File: config.mk
export PLATFORM = sky130hd
export DESIGN_NAME = measurement_output_formatter
export DESIGN_NICKNAME = d
export VERILOG_FILES = /design/src/shared/formatter_pkg.sv /design/src/design/bcd_converter.sv /design/src/design/measurement_output_formatter.sv /design/src/design/serial_divider.sv
export SDC_FILE = /design/constraint.sdc
export NUM_CORES = 2
export LEC_CHECK = 0
export BUFFER_PORTS_ARGS = -buffer_cell sky130_fd_sc_hd__buf_2
export CORE_MARGIN = 2
export CORE_UTILIZATION = 40
export DETAILED_ROUTE_END_ITERATION = 8
export GPL_TIMING_DRIVEN = 0
export PLACE_DENSITY = 0.52
export SLEW_MARGIN = 20
export SYNTH_ARGS = -nofsm -noshare
export SYNTH_HDL_FRONTEND = slang
export SYNTH_SLANG_ARGS = --single-unit
File: constraint.sdc
create_clock -name MCLK -period 75.8 [get_ports MCLK]
set_clock_uncertainty 0.2 [all_clocks]
set_input_delay 15.16 -clock MCLK [delete_from_list [all_inputs] [get_ports MCLK]]
set_output_delay 15.16 -clock MCLK [all_outputs]
set_load 0.03 [all_outputs]
File: src/shared/formatter_pkg.sv
// constants shared by the measurement output formatter
package formatter_pkg;
	// ----------------------------------------
	// register offsets (byte addresses)
	// ----------------------------------------
	localparam logic [7:0] OFS_FORMAT    = 8'h00;
	localparam logic [7:0] OFS_TERM      = 8'h04;
	localparam logic [7:0] OFS_UNIT      = 8'h08;
	localparam logic [7:0] OFS_ALIM_LO   = 8'h0c;
	localparam logic [7:0] OFS_ALIM_HI   = 8'h10;
	localparam logic [7:0] OFS_WIN_START = 8'h14;
	localparam logic [7:0] OFS_WIN_END   = 8'h18;
	localparam logic [7:0] OFS_WIN_MODE  = 8'h1c;
	localparam logic [7:0] OFS_ANALOG    = 8'h20;
	localparam logic [7:0] OFS_DROPS     = 8'h24;
	localparam logic [7:0] OFS_STATUS    = 8'h28;
	// ----------------------------------------
	// fields, encodings and reset values
	// ----------------------------------------
	localparam int         FMT_LSB       = 0;
	localparam int         CONTENT_LSB   = 2;
	localparam logic [1:0] FMT_DEC       = 2'h0;
	localparam logic [1:0] FMT_HEX       = 2'h1;
	localparam logic [1:0] FMT_BIN       = 2'h2;
	localparam logic [31:0] UNIT_RST     = 32'h0000_2710; // 10000 um per bit
	localparam logic [31:0] ALIM_LO_RST  = 32'h0000_0000;
	localparam logic [31:0] ALIM_HI_RST  = 32'h0000_03e8; // 1000 mm
	localparam logic [31:0] WIN_START_RST = 32'hfffb_e1b0; // -269904 mm
	localparam logic [31:0] WIN_END_RST  = 32'h0004_1eb0;  // 270000 mm
	localparam logic [3:0]  TERM_RST     = 4'h1;
	localparam logic [31:0] TERM_MAX     = 32'h0000_0009;
	// ----------------------------------------
	// scaling and message layout
	// ----------------------------------------
	localparam logic [15:0] UM_PER_MM    = 16'h03e8;
	localparam logic [14:0] I_MIN_UA     = 15'h0fa0; // 4 mA
	localparam logic [14:0] I_SPAN_UA    = 15'h3e80; // 16 mA span
	localparam logic [7:0]  TEMP_OFFSET  = 8'h28;
	localparam logic [23:0] DEC_MAX      = 24'h98_967f;
	localparam int          DEC_DIGITS   = 7;
	localparam int          MSG_MAX      = 24;
	localparam logic [7:0]  CH_ZERO      = 8'h30;
	localparam logic [7:0]  CH_SEP       = 8'h20;
	localparam logic [7:0]  CH_MINUS     = 8'h2d;
	localparam logic [7:0]  CH_PLUS      = 8'h2b;
	localparam logic [7:0]  CH_LF        = 8'h0a;
endpackage

File: src/design/bcd_converter.sv
// binary to packed decimal by shift and add three
`timescale 1ns/1ns
module bcd_converter
(
	// clock and reset
	input  wire logic        clk,
	input  wire logic        rst,
	// request
	input  wire logic        start,
	input  wire logic [23:0] bin,
	// answer
	output logic             done,
	output logic [31:0]      digits
);
	logic [23:0] sh_reg;
	logic [4:0]  cnt_reg;
	logic [31:0] adj;

	// add three to every digit above four before the shift
	always_comb
	begin
		adj = digits;
		for (int i = 0; i < 8; i++)
		begin
			if (digits[4*i +: 4] > 4'h4)
				adj[4*i +: 4] = digits[4*i +: 4] + 4'h3;
		end
	end

	// shift loop
	always_ff @(posedge clk or posedge rst)
	begin
		if (rst)
		begin
			sh_reg  <= 24'h0;
			cnt_reg <= 5'h0;
			digits  <= 32'h0;
			done    <= 1'b0;
		end
		else
		begin
			done <= 1'b0;
			if (start)
			begin
				sh_reg  <= bin;
				digits  <= 32'h0;
				cnt_reg <= 5'h18;
			end
			else if (cnt_reg != 5'h0)
			begin
				digits  <= {adj[30:0], sh_reg[23]};
				sh_reg  <= {sh_reg[22:0], 1'b0};
				cnt_reg <= cnt_reg - 5'h1;
				done    <= (cnt_reg == 5'h1);
			end
		end
	end
endmodule

File: src/design/measurement_output_formatter.sv
// formats distance results for the serial link and the analogue output
`timescale 1ns/1ns
module measurement_output_formatter
	import formatter_pkg::*;
(
	// clock and reset
	input  wire logic        MCLK,
	input  wire logic        RST,
	// apb slave
	input  wire logic        PSEL,
	input  wire logic        PENABLE,
	input  wire logic        PWRITE,
	input  wire logic [7:0]  PADDR,
	input  wire logic [31:0] PWDATA,
	output logic [31:0]      PRDATA,
	output logic             PREADY,
	output logic             PSLVERR,
	// measurement results
	input  wire logic        MEAS_VALID,
	input  wire logic [31:0] MEAS_DIST,
	input  wire logic [7:0]  MEAS_STRENGTH,
	input  wire logic [7:0]  MEAS_TEMP,
	// serial byte stream
	output logic [7:0]       TX_DATA,
	output logic             TX_VALID,
	input  wire logic        TX_READY,
	// analogue current
	output logic [14:0]      ANALOG_UA,
	output logic             ANALOG_UPDATE
);
	import formatter_pkg::*;

	typedef enum logic [1:0] {ST_IDLE, ST_CONV, ST_SEND} state_type;

	state_type   state_reg;
	logic [1:0]  fmt_reg, fmt_lat;
	logic [1:0]  content_reg, content_lat;
	logic [3:0]  term_reg, term_lat;
	logic [31:0] unit_reg, lo_reg, hi_reg, lo_stage_reg;
	logic [31:0] win_start_reg, win_end_reg;
	logic        win_mode_reg;
	logic [31:0] drops_reg;
	logic [31:0] dist_reg;
	logic [7:0]  str_reg, temp_reg;
	logic        err_reg, below_reg;
	logic [7:0]  msg_reg [0:MSG_MAX-1];
	logic [7:0]  msg_next [0:MSG_MAX-1];
	logic [4:0]  len_reg, len_next, idx_reg;
	logic        in_win, frame_req, accept, ana_start;
	logic        bin_busy, bin_done, ana_busy, ana_done, bcd_done;
	logic [47:0] bin_q, ana_q;
	logic [31:0] bcd_digits, dist_abs, span_abs, delta_abs;
	logic [32:0] delta, span;
	logic        wr, rd_setup;

	// ----------------------------------------
	// helpers
	// ----------------------------------------
	function automatic logic [31:0] abs32(input logic [31:0] v);
		return v[31] ? (~v + 32'h1) : v;
	endfunction

	function automatic logic [7:0] hex_char(input logic [3:0] n);
		return (n < 4'ha) ? (CH_ZERO + {4'h0, n}) : (8'h37 + {4'h0, n});
	endfunction

	function automatic logic [7:0] term_char(input logic [3:0] sel);
		case (sel)
			4'h0: term_char = 8'h0d; // second byte added separately
			4'h1: term_char = 8'h0d;
			4'h2: term_char = 8'h0a;
			4'h3: term_char = 8'h02;
			4'h4: term_char = 8'h03;
			4'h5: term_char = 8'h09;
			4'h6: term_char = 8'h20;
			4'h7: term_char = 8'h2c;
			4'h8: term_char = 8'h3a;
			default: term_char = 8'h3b;
		endcase
	endfunction

	// ----------------------------------------
	// apb register access
	// ----------------------------------------
	assign PREADY   = 1'b1;
	assign wr       = PSEL && PENABLE && PWRITE;
	assign rd_setup = PSEL && !PENABLE;

	// unmapped offsets answer with an error
	always_comb
	begin
		PSLVERR = PSEL && PENABLE && (PADDR[1:0] != 2'h0 || PADDR > OFS_STATUS);
	end

	// settings written by software
	always_ff @(posedge MCLK or posedge RST)
	begin
		if (RST)
		begin
			fmt_reg       <= FMT_DEC;
			content_reg   <= 2'h0;
			term_reg      <= TERM_RST;
			unit_reg      <= UNIT_RST;
			lo_reg        <= ALIM_LO_RST;
			hi_reg        <= ALIM_HI_RST;
			lo_stage_reg  <= ALIM_LO_RST;
			win_start_reg <= WIN_START_RST;
			win_end_reg   <= WIN_END_RST;
			win_mode_reg  <= 1'b0;
		end
		else if (wr)
		begin
			case (PADDR)
				OFS_FORMAT:
					if (PWDATA[FMT_LSB +: 2] <= FMT_BIN)
					begin
						fmt_reg     <= PWDATA[FMT_LSB +: 2];
						content_reg <= PWDATA[CONTENT_LSB +: 2];
					end
				OFS_TERM:
					if (PWDATA <= TERM_MAX)
						term_reg <= PWDATA[3:0];
				OFS_UNIT:
					if (PWDATA != 32'h0)
						unit_reg <= PWDATA;
				OFS_ALIM_LO:
					lo_stage_reg <= PWDATA;
				OFS_ALIM_HI:
					if (PWDATA != lo_stage_reg)
					begin
						lo_reg <= lo_stage_reg;
						hi_reg <= PWDATA;
					end
				OFS_WIN_START:
					win_start_reg <= PWDATA;
				OFS_WIN_END:
					win_end_reg <= PWDATA;
				OFS_WIN_MODE:
					win_mode_reg <= PWDATA[0];
				default:
					win_mode_reg <= win_mode_reg;
			endcase
		end
	end

	// read data captured in the setup cycle
	always_ff @(posedge MCLK or posedge RST)
	begin
		if (RST)
			PRDATA <= 32'h0;
		else if (rd_setup)
		begin
			case (PADDR)
				OFS_FORMAT:    PRDATA <= {28'h0, content_reg, fmt_reg};
				OFS_TERM:      PRDATA <= {28'h0, term_reg};
				OFS_UNIT:      PRDATA <= unit_reg;
				OFS_ALIM_LO:   PRDATA <= lo_reg;
				OFS_ALIM_HI:   PRDATA <= hi_reg;
				OFS_WIN_START: PRDATA <= win_start_reg;
				OFS_WIN_END:   PRDATA <= win_end_reg;
				OFS_WIN_MODE:  PRDATA <= {31'h0, win_mode_reg};
				OFS_ANALOG:    PRDATA <= {17'h0, ANALOG_UA};
				OFS_DROPS:     PRDATA <= drops_reg;
				OFS_STATUS:    PRDATA <= {30'h0, ana_busy, state_reg != ST_IDLE};
				default:       PRDATA <= 32'h0;
			endcase
		end
	end

	// ----------------------------------------
	// window check and frame acceptance
	// ----------------------------------------
	always_comb
	begin
		in_win = ($signed(MEAS_DIST) >= $signed(win_start_reg)) &&
			($signed(MEAS_DIST) <= $signed(win_end_reg));
		frame_req = MEAS_VALID && (in_win || (!win_mode_reg && fmt_reg != FMT_BIN));
		accept    = frame_req && state_reg == ST_IDLE;
		ana_start = MEAS_VALID && in_win && !ana_busy;
	end

	// results that arrive while a frame is in flight are counted and lost
	always_ff @(posedge MCLK or posedge RST)
	begin
		if (RST)
			drops_reg <= 32'h0;
		else if (frame_req && state_reg != ST_IDLE)
			drops_reg <= drops_reg + 32'h1;
	end

	// latch the result and the settings for the whole frame
	always_ff @(posedge MCLK or posedge RST)
	begin
		if (RST)
		begin
			dist_reg    <= 32'h0;
			str_reg     <= 8'h0;
			temp_reg    <= 8'h0;
			err_reg     <= 1'b0;
			fmt_lat     <= FMT_DEC;
			content_lat <= 2'h0;
			term_lat    <= TERM_RST;
		end
		else if (accept)
		begin
			dist_reg    <= MEAS_DIST;
			str_reg     <= MEAS_STRENGTH;
			temp_reg    <= MEAS_TEMP;
			err_reg     <= !in_win;
			fmt_lat     <= fmt_reg;
			content_lat <= content_reg;
			term_lat    <= term_reg;
		end
	end

	// ----------------------------------------
	// conversions
	// ----------------------------------------
	assign dist_abs = abs32(MEAS_DIST);

	// binary distance: millimetres times 1000 over micrometres per bit
	serial_divider bin_div
	(
		.clk   (MCLK),
		.rst   (RST),
		.start (accept),
		.num   ({16'h0, dist_abs} * {32'h0, UM_PER_MM}),
		.den   (unit_reg),
		.busy  (bin_busy),
		.done  (bin_done),
		.quot  (bin_q)
	);

	// decimal digits of the saturated magnitude
	bcd_converter dec_conv
	(
		.clk    (MCLK),
		.rst    (RST),
		.start  (accept),
		.bin    ((dist_abs > {8'h0, DEC_MAX}) ? DEC_MAX : dist_abs[23:0]),
		.done   (bcd_done),
		.digits (bcd_digits)
	);

	// ----------------------------------------
	// message assembly
	// ----------------------------------------
	always_comb
	begin
		logic [31:0] bin_s;
		logic [7:0]  t;
		bin_s = dist_reg[31] ? (~bin_q[31:0] + 32'h1) : bin_q[31:0];
		t = temp_reg + TEMP_OFFSET;
		len_next = 5'h0;
		for (int i = 0; i < MSG_MAX; i++)
			msg_next[i] = 8'h0;
		if (err_reg)
		begin
			msg_next[0] = 8'h45;
			msg_next[1] = 8'h52;
			msg_next[2] = 8'h52;
			len_next = 5'h3;
		end
		else if (fmt_lat == FMT_BIN)
		begin
			msg_next[0] = {1'b1, bin_s[13:7]};
			msg_next[1] = {1'b0, bin_s[6:0]};
			len_next = 5'h2;
			if (content_lat[0])
			begin
				msg_next[len_next] = {1'b0, str_reg[7:1]};
				len_next = len_next + 5'h1;
			end
			if (content_lat[1])
			begin
				msg_next[len_next] = {1'b0, t[7] ? 7'h0 : t[6:0]};
				len_next = len_next + 5'h1;
			end
		end
		else if (fmt_lat == FMT_HEX)
		begin
			for (int i = 0; i < 8; i++)
				msg_next[i] = hex_char(dist_reg[28 - 4*i +: 4]);
			len_next = 5'h8;
			if (content_lat[0])
			begin
				msg_next[len_next] = CH_SEP;
				msg_next[len_next + 5'h1] = hex_char(str_reg[7:4]);
				msg_next[len_next + 5'h2] = hex_char(str_reg[3:0]);
				len_next = len_next + 5'h3;
			end
			if (content_lat[1])
			begin
				msg_next[len_next] = CH_SEP;
				msg_next[len_next + 5'h1] = hex_char(temp_reg[7:4]);
				msg_next[len_next + 5'h2] = hex_char(temp_reg[3:0]);
				len_next = len_next + 5'h3;
			end
		end
		else
		begin
			msg_next[0] = dist_reg[31] ? CH_MINUS : CH_PLUS;
			for (int i = 0; i < DEC_DIGITS; i++)
				msg_next[i + 1] = hex_char(bcd_digits[24 - 4*i +: 4]);
			len_next = 5'h8;
			if (content_lat[0])
			begin
				msg_next[len_next] = CH_SEP;
				msg_next[len_next + 5'h1] = hex_char(4'(str_reg / 8'd100));
				msg_next[len_next + 5'h2] = hex_char(4'((str_reg / 8'd10) % 8'd10));
				msg_next[len_next + 5'h3] = hex_char(4'(str_reg % 8'd10));
				len_next = len_next + 5'h4;
			end
			if (content_lat[1])
			begin
				t = temp_reg[7] ? (~temp_reg + 8'h1) : temp_reg;
				msg_next[len_next] = CH_SEP;
				msg_next[len_next + 5'h1] = temp_reg[7] ? CH_MINUS : CH_PLUS;
				msg_next[len_next + 5'h2] = hex_char(4'(t / 8'd100));
				msg_next[len_next + 5'h3] = hex_char(4'((t / 8'd10) % 8'd10));
				msg_next[len_next + 5'h4] = hex_char(4'(t % 8'd10));
				len_next = len_next + 5'h5;
			end
		end
		if (fmt_lat != FMT_BIN)
		begin
			msg_next[len_next] = term_char(term_lat);
			len_next = len_next + 5'h1;
			if (term_lat == 4'h0)
			begin
				msg_next[len_next] = CH_LF;
				len_next = len_next + 5'h1;
			end
		end
	end

	// ----------------------------------------
	// frame sequencer and byte output
	// ----------------------------------------
	always_ff @(posedge MCLK or posedge RST)
	begin
		if (RST)
		begin
			state_reg <= ST_IDLE;
			len_reg   <= 5'h0;
			idx_reg   <= 5'h0;
			for (int i = 0; i < MSG_MAX; i++)
				msg_reg[i] <= 8'h0;
		end
		else
		begin
			case (state_reg)
				ST_IDLE:
					if (accept)
						state_reg <= ST_CONV;
				ST_CONV:
					if (bin_done) // decimal digits finish earlier
					begin
						msg_reg   <= msg_next;
						len_reg   <= len_next;
						idx_reg   <= 5'h0;
						state_reg <= ST_SEND;
					end
				ST_SEND:
					if (TX_READY)
					begin
						idx_reg <= idx_reg + 5'h1;
						if (idx_reg == len_reg - 5'h1)
							state_reg <= ST_IDLE;
					end
				default:
					state_reg <= ST_IDLE;
			endcase
		end
	end

	assign TX_VALID = (state_reg == ST_SEND);
	assign TX_DATA  = msg_reg[idx_reg];

	// ----------------------------------------
	// analogue current
	// ----------------------------------------
	always_comb
	begin
		delta     = {MEAS_DIST[31], MEAS_DIST} - {lo_reg[31], lo_reg};
		span      = {hi_reg[31], hi_reg} - {lo_reg[31], lo_reg};
		delta_abs = delta[32] ? 32'(~delta + 33'h1) : delta[31:0];
		span_abs  = span[32] ? 32'(~span + 33'h1) : span[31:0];
	end

	serial_divider ana_div
	(
		.clk   (MCLK),
		.rst   (RST),
		.start (ana_start),
		.num   ({16'h0, delta_abs} * {33'h0, I_SPAN_UA}),
		.den   (span_abs),
		.busy  (ana_busy),
		.done  (ana_done),
		.quot  (ana_q)
	);

	// current below 4 mA clamps when distance lies on the wrong side
	always_ff @(posedge MCLK or posedge RST)
	begin
		if (RST)
		begin
			below_reg     <= 1'b0;
			ANALOG_UA     <= I_MIN_UA;
			ANALOG_UPDATE <= 1'b0;
		end
		else
		begin
			ANALOG_UPDATE <= ana_done;
			if (ana_start)
				below_reg <= (delta[32] ^ span[32]) && (delta != 33'h0);
			if (ana_done)
				ANALOG_UA <= below_reg ? I_MIN_UA :
					(ana_q > {33'h0, I_SPAN_UA}) ? I_MIN_UA + I_SPAN_UA :
					I_MIN_UA + ana_q[14:0];
		end
	end

	// ----------------------------------------
	// checks
	// ----------------------------------------
	property p_term_valid;
		@(posedge MCLK) disable iff (RST) term_reg <= TERM_MAX[3:0];
	endproperty
	a_term_valid: assert property (p_term_valid) else $error("bad terminator");

	property p_limits_differ;
		@(posedge MCLK) disable iff (RST) lo_reg != hi_reg;
	endproperty
	a_limits_differ: assert property (p_limits_differ) else $error("equal limits");

	property p_bin_high;
		@(posedge MCLK) disable iff (RST)
		TX_VALID && fmt_lat == FMT_BIN && idx_reg == 5'h0 |-> TX_DATA[7];
	endproperty
	a_bin_high: assert property (p_bin_high) else $error("high byte flag");

	property p_bin_rest;
		@(posedge MCLK) disable iff (RST)
		TX_VALID && fmt_lat == FMT_BIN && idx_reg != 5'h0 |-> !TX_DATA[7];
	endproperty
	a_bin_rest: assert property (p_bin_rest) else $error("low byte flag");

	property p_ascii_term;
		@(posedge MCLK) disable iff (RST)
		TX_VALID && fmt_lat != FMT_BIN && term_lat != 4'h0 && idx_reg == len_reg - 5'h1
		|-> TX_DATA == term_char(term_lat);
	endproperty
	a_ascii_term: assert property (p_ascii_term) else $error("terminator");

	property p_drop;
		@(posedge MCLK) disable iff (RST)
		frame_req && state_reg != ST_IDLE |=> drops_reg == $past(drops_reg) + 32'h1;
	endproperty
	a_drop: assert property (p_drop) else $error("drop not counted");

	property p_analog_range;
		@(posedge MCLK) disable iff (RST)
		ANALOG_UPDATE |-> ANALOG_UA >= I_MIN_UA && ANALOG_UA <= I_MIN_UA + I_SPAN_UA;
	endproperty
	a_analog_range: assert property (p_analog_range) else $error("current range");

	property p_analog_latency;
		@(posedge MCLK) disable iff (RST)
		ana_start |-> ##49 ana_done ##1 ANALOG_UPDATE;
	endproperty
	a_analog_latency: assert property (p_analog_latency) else $error("analog late");

	property p_frame_start;
		@(posedge MCLK) disable iff (RST)
		accept |-> ##[49:50] TX_VALID;
	endproperty
	a_frame_start: assert property (p_frame_start) else $error("frame late");
endmodule

File: src/design/serial_divider.sv
// unsigned restoring divider, one quotient bit per clock
`timescale 1ns/1ns
module serial_divider
(
	// clock and reset
	input  wire logic        clk,
	input  wire logic        rst,
	// request
	input  wire logic        start,
	input  wire logic [47:0] num,
	input  wire logic [31:0] den,
	// answer
	output logic             busy,
	output logic             done,
	output logic [47:0]      quot
);
	logic [32:0] rem_reg;
	logic [5:0]  cnt_reg;
	logic [32:0] shifted;
	logic [32:0] diff;

	// trial subtraction of the shifted remainder
	always_comb
	begin
		shifted = {rem_reg[31:0], quot[47]};
		diff    = shifted - {1'b0, den};
	end

	// iteration state
	always_ff @(posedge clk or posedge rst)
	begin
		if (rst)
		begin
			rem_reg <= 33'h0;
			quot    <= 48'h0;
			cnt_reg <= 6'h0;
			busy    <= 1'b0;
			done    <= 1'b0;
		end
		else
		begin
			done <= 1'b0;
			if (start && !busy)
			begin
				rem_reg <= 33'h0;
				quot    <= num;
				cnt_reg <= 6'h30;
				busy    <= 1'b1;
			end
			else if (busy)
			begin
				rem_reg <= diff[32] ? shifted : diff;
				quot    <= {quot[46:0], ~diff[32]};
				cnt_reg <= cnt_reg - 6'h1;
				busy    <= (cnt_reg != 6'h1);
				done    <= (cnt_reg == 6'h1);
			end
		end
	end
endmodule

# == Word-level counts from Yosys, hierarchy flattened ==
# Memories as Yosys holds them, arrays and structs flattened.
# Cells that the tools add are included.
# op_classes
n_eq_ne,26
n_div,8
n_mul,2
n_reduce_logical,55
muxes,154
n_addsub,86
magnitude_cmp,63
bitwise,29
# ops
cell,count
bitwise mux 192 bit,8
two-way mux 192 bit,7
two-way mux 32 bit,14
demux 8 bit (select 5 bit),11
case mux 32 bit (11 select lines),1
"adder 6 x 4 -> 7 bit, first input constant",50
NOT 168 bit,2
two-way mux 48 bit,4
two-way mux 7 bit,27
AND 165 x 168 -> 168 bit,1
AND 167 x 168 -> 168 bit,1
two-way mux 168 bit,1
two-way mux 24 bit,7
AND 144 bit,1
NOT 144 bit,1
two-way mux 8 bit,17
"adder 32 x 1 -> 32 bit, second input constant",4
"< comparator 4 bit, second input constant",25
two-way mux 5 bit,20
NOT 32 bit,3
"multiplier 32 x 7 -> 39 bit, second input constant",2
"greater-or-equal comparator 6 bit, second input constant",12
NOT 5 -> 6 bit,12
"< comparator 6 x 1 -> 1 bit, second input constant",11
67 further kinds,181
# word_totals
elab_cells,486
input_bits,95
output_inout_bits,59
register_bits,780
n_memories,1
rom_bits,96
# memory_table
memory,depth,width,read_ports,rd_ports_with_merged_regs,wr,line_no,rtl
(name not given),16,6,1,0,0,measurement_output_formatter.sv:68,case (sel)

# == Longest topological paths before layout ==
# logic_depth
ltp_word,23
mapped_depth,35
ltp_nobuf,35

# == Hierarchy ==
# From an unflattened synthesis, not the netlist that was laid out.
# unflattened
cells_unflattened,6794
hier_area_um2,61915.6
# by_module_without_submodules
mod,cells_each,instances,area_each_um2
measurement_output_formatter,5146,1,47145.2
serial_divider at ana_div,660,1,5785.5
serial_divider at bin_div,652,1,5785.5
bcd_converter,336,1,3199.3

# == Worst setup path before layout ==
# No wires, ideal clock.
# synth_timing
path_type,input port to output port
from,input port PADDR[2]
to,output port PSLVERR
t_required_ns,60.440
n_path_buf,0
cell_stages,3
path_slack_ns,44.608
t_arrival_ns,15.832
cell_sequence,a21o_1 -> nand2_1 -> a31oi_1
# synth_between
elab_chain_len,3
# synth_lines
element,line_no,rtl
start: declaration,measurement_output_formatter.sv:13,"input wire logic [7:0] PADDR,"
greater-than comparator 8 x 6 -> 1 bit,measurement_output_formatter.sv:92,PSLVERR = PSEL && PENABLE && (PADDR[1:0] != 2'h0 || PADDR > OFS_STATUS);
logical OR 1 bit,measurement_output_formatter.sv:92,
logical AND 1 bit,measurement_output_formatter.sv:92,
end: declaration,measurement_output_formatter.sv:17,"output logic PSLVERR,"
# Every way passes these cells.

# == Final worst setup path ==
# layout_timing
from,input port PADDR[3]
to,output port PSLVERR
# Same word-level chain as after synthesis.

==> results.tsv <==
metric	value	unit
FF/Latch Area	18700	um^2
Critical Path Sink Type	primary output	
drt wl/cell	25.4	um
number of port buffers	150	
Mapped Cells	6812	
Net Sw Power	1.52	mW
clock slew seen by the registers of the worst setup and hold paths	0.06	ns
PwrDens	46.0	nW/um^2
FMAX	32.0	MHz
DR pass1 iterations	7	
Sink Count	744	
IO Count	154	
# Post-CTS Setup Buffers	0	
sequential power share	19.0	%
Die Span Y	393	um
worst hold path type	register to register	
HPWL after detailed placement	179	mm
post_cts resized	0	
vias	54400	
Tightest Pin Transition	1.17	ns
WP data arrival	15.86	ns
fillers	14900	
Clock Path Buffers	3	
syn nets	7595	
proportion of layout cells with a drive suffix above 1	9.83	%
combinational power share	65.4	%
CP startpoint kind	primary input	
Async SR Flop Fraction	100	%
Slew Limit Fails	0	
Ys Warns	0	
CTS root buf	clkbuf_16	
antenna viol nets, final	0	
busiest layer in global routing	met2	
Die ar.	155000	um^2
Worst EP required	60.44	ns
Yosys cell types	108	
minimum clock period	31.22	ns
total length of routed wires	233	mm
vias in the first global route	53400	
worst skew pair latency	0.73	ns
# setup viols final	0	
total CTS buffers	94	
static leakage	29.8	nW
Syn Area/Cell	8.90	um^2
max FFs per register	160	
Final period util	41.2	%
global-route met2 utilization	47.1	%
FF+latch count, synth	744	
Final Core Density	45.0	%
Max-slew headroom	22.3	%
initial antenna violation count	14	
Internal	1.58	mW
first-pass GRT wire length	347	mm
GRT Util Overall	29.5	%
post-synthesis sequential area ratio	30.8	%
met3 usage	4.41	%
final worst setup slack	44.58	ns
final hold violations	0	
Die X	393	um
most frequent cells in the layout	nand2_1, dfrtp_1, o21ai_0, inv_1, nor2_1	
CTS tree	yes	
area used by multi-input combinational logic	38900	um^2
hold slack	0.272	ns
clock group share of total power	15.6	%
largest net degree at the start of global routing	102	
H-Tree Depth	3	
nets	7855	
Mapped Area	60600	um^2
Sw Share	49.0	%
DRC	0	
Placement Setup Slack	44.57	ns
met1 GRT Util	40.3	%
mean number of vias per cell	5.93	
commonest register cell after synthesis	dfrtp_1	
grt ovf	0	
hold_buf cts	0	
Overall Power	3.11	mW
Crit Path Category	primary input to primary output	
max-cap violations	0	
Setup TNS Final	0	ns
VDD IR max	0.0000366	V
commonest non-fill, non-tap cell in the layout	nand2_1	
number of synthesized flops with an enable pin	0	
area grow syn2layout	11.3	%
critical-path maximum fanout	7	
RSZ-0062 raised after global routing	false	
number of DRC markers in iteration 0	5192	
gpl congestion	0.970	
core area	150000	um^2
num rows	142	
Starting Density	40.4	%
status	finished, final reports clean	
[cell type report]
cell class | instances | share of cell area, %
diodes | 3 | 0.0111
plain buffers | 313 | 1.80
clock buffers | 124 | 3.92
clock inverters | 50 | 0.907
inverters | 504 | 2.81
multi-input cells | 5251 | 57.6
flip-flops and latches | 744 | 27.7
well taps | 2016 | 3.74
repair buffers | 164 | 1.53
[critical path, stage by stage]
cell	delay (ns)
buf_2	0.17
a21o_1	0.13
nand2_1	0.04
a31oi_1	0.15
buf_2	0.22
[synthesized netlist by cell type (all sizes together), types with 17 or more instances]
cell type	n	area (um^2)
o221ai	25	219
nand4	70	438
dfstp	49	1290
and3	24	150
nand2b	56	350
ha	447	5590
dfrtp	695	17400
mux2i	66	661
o21a	58	435
o211ai	60	455
o41ai	23	209
nor3b	23	178
nand2	809	3040
a21oi	441	2210
nor3	114	571
nor2b	54	338
nand3	128	641
a21o	116	871
a221oi	35	313
clkbuf	269	1010
xor2	163	1440
buf	44	199
nor4	47	315
o21ai	554	2780
or3	32	200
o31ai	47	353
a31oi	73	457
mux4	44	991
inv	501	1880
o22ai	53	332
fa	241	4820
nor2	478	1790
a211oi	65	493
a22oi	79	593
nand3b	17	128
a32oi	29	254
o21bai	21	158
or2	29	181
a22o	36	315
xnor2	262	2300
and2	29	181
mux2	188	2120
[layer usage]
metal / wire length [um] / vias up
met5: 0 / -
met4: 10200 / 0
met3: 17100 / 456
met2: 105000 / 2107
met1: 101000 / 27100
li1: - / 24800
[stage by stage]
stage | instances | area (um^2)
2_1_floorplan | 6812 | 60600
3_3_place_gp | 8978 | 63900
3_5_place_dp | 8991 | 64200
4_1_cts | 9165 | 67500
5_1_grt | 9166 | 67500
6_report | 9169 | 67500
[kinds of logic after synthesis]
kind of cell               count (synthesis)  share of synthesized area, %
adders and majority gates                691                          17.2
DFF                                      744                          30.8
buffers and inverters                    817                          5.11
AOI/OAI and AO/OA                       1871                          19.6
and+or+nand+nor                         1965                          14.8
other                                      1                       0.00619
xor gates and xnor gates                 425                          6.16
muxes                                    298                          6.22
[path summary, 6_finish.rpt]
| kind | slack [ns] | end | startpoint | cells after the start |
|---|---|---|---|---|
| min in group asynchronous | 14.33 | msg_reg[28] | RST | 2 |
| setup / recovery | 44.58 | PSLVERR | PADDR[3] | 5 |
| setup reg to reg | 64.46 | ana_div.quot[44] | lo_reg[0] | 33 |
| hold / removal | 0.27 | msg_reg[83] | msg_reg[83] | 2 |
| hold reg to reg | 0.27 | msg_reg[83] | msg_reg[83] | 2 |
| max in group asynchronous | 58.37 | win_start_reg[27] | RST | 7 |
[power by group through the flow]
stage	Combinational, mW	Sequential (mW)	Clock (mW)
5_1_grt	2.27	0.599	0.509
3_5_place_dp	2.01	0.591	0
2_1_floorplan	1.52	0.560	0
4_1_cts	2.02	0.586	0.494
6_report	2.03	0.589	0.486
3_3_place_gp	1.99	0.591	0
Note: power is estimated with default switching activity, not from simulation.
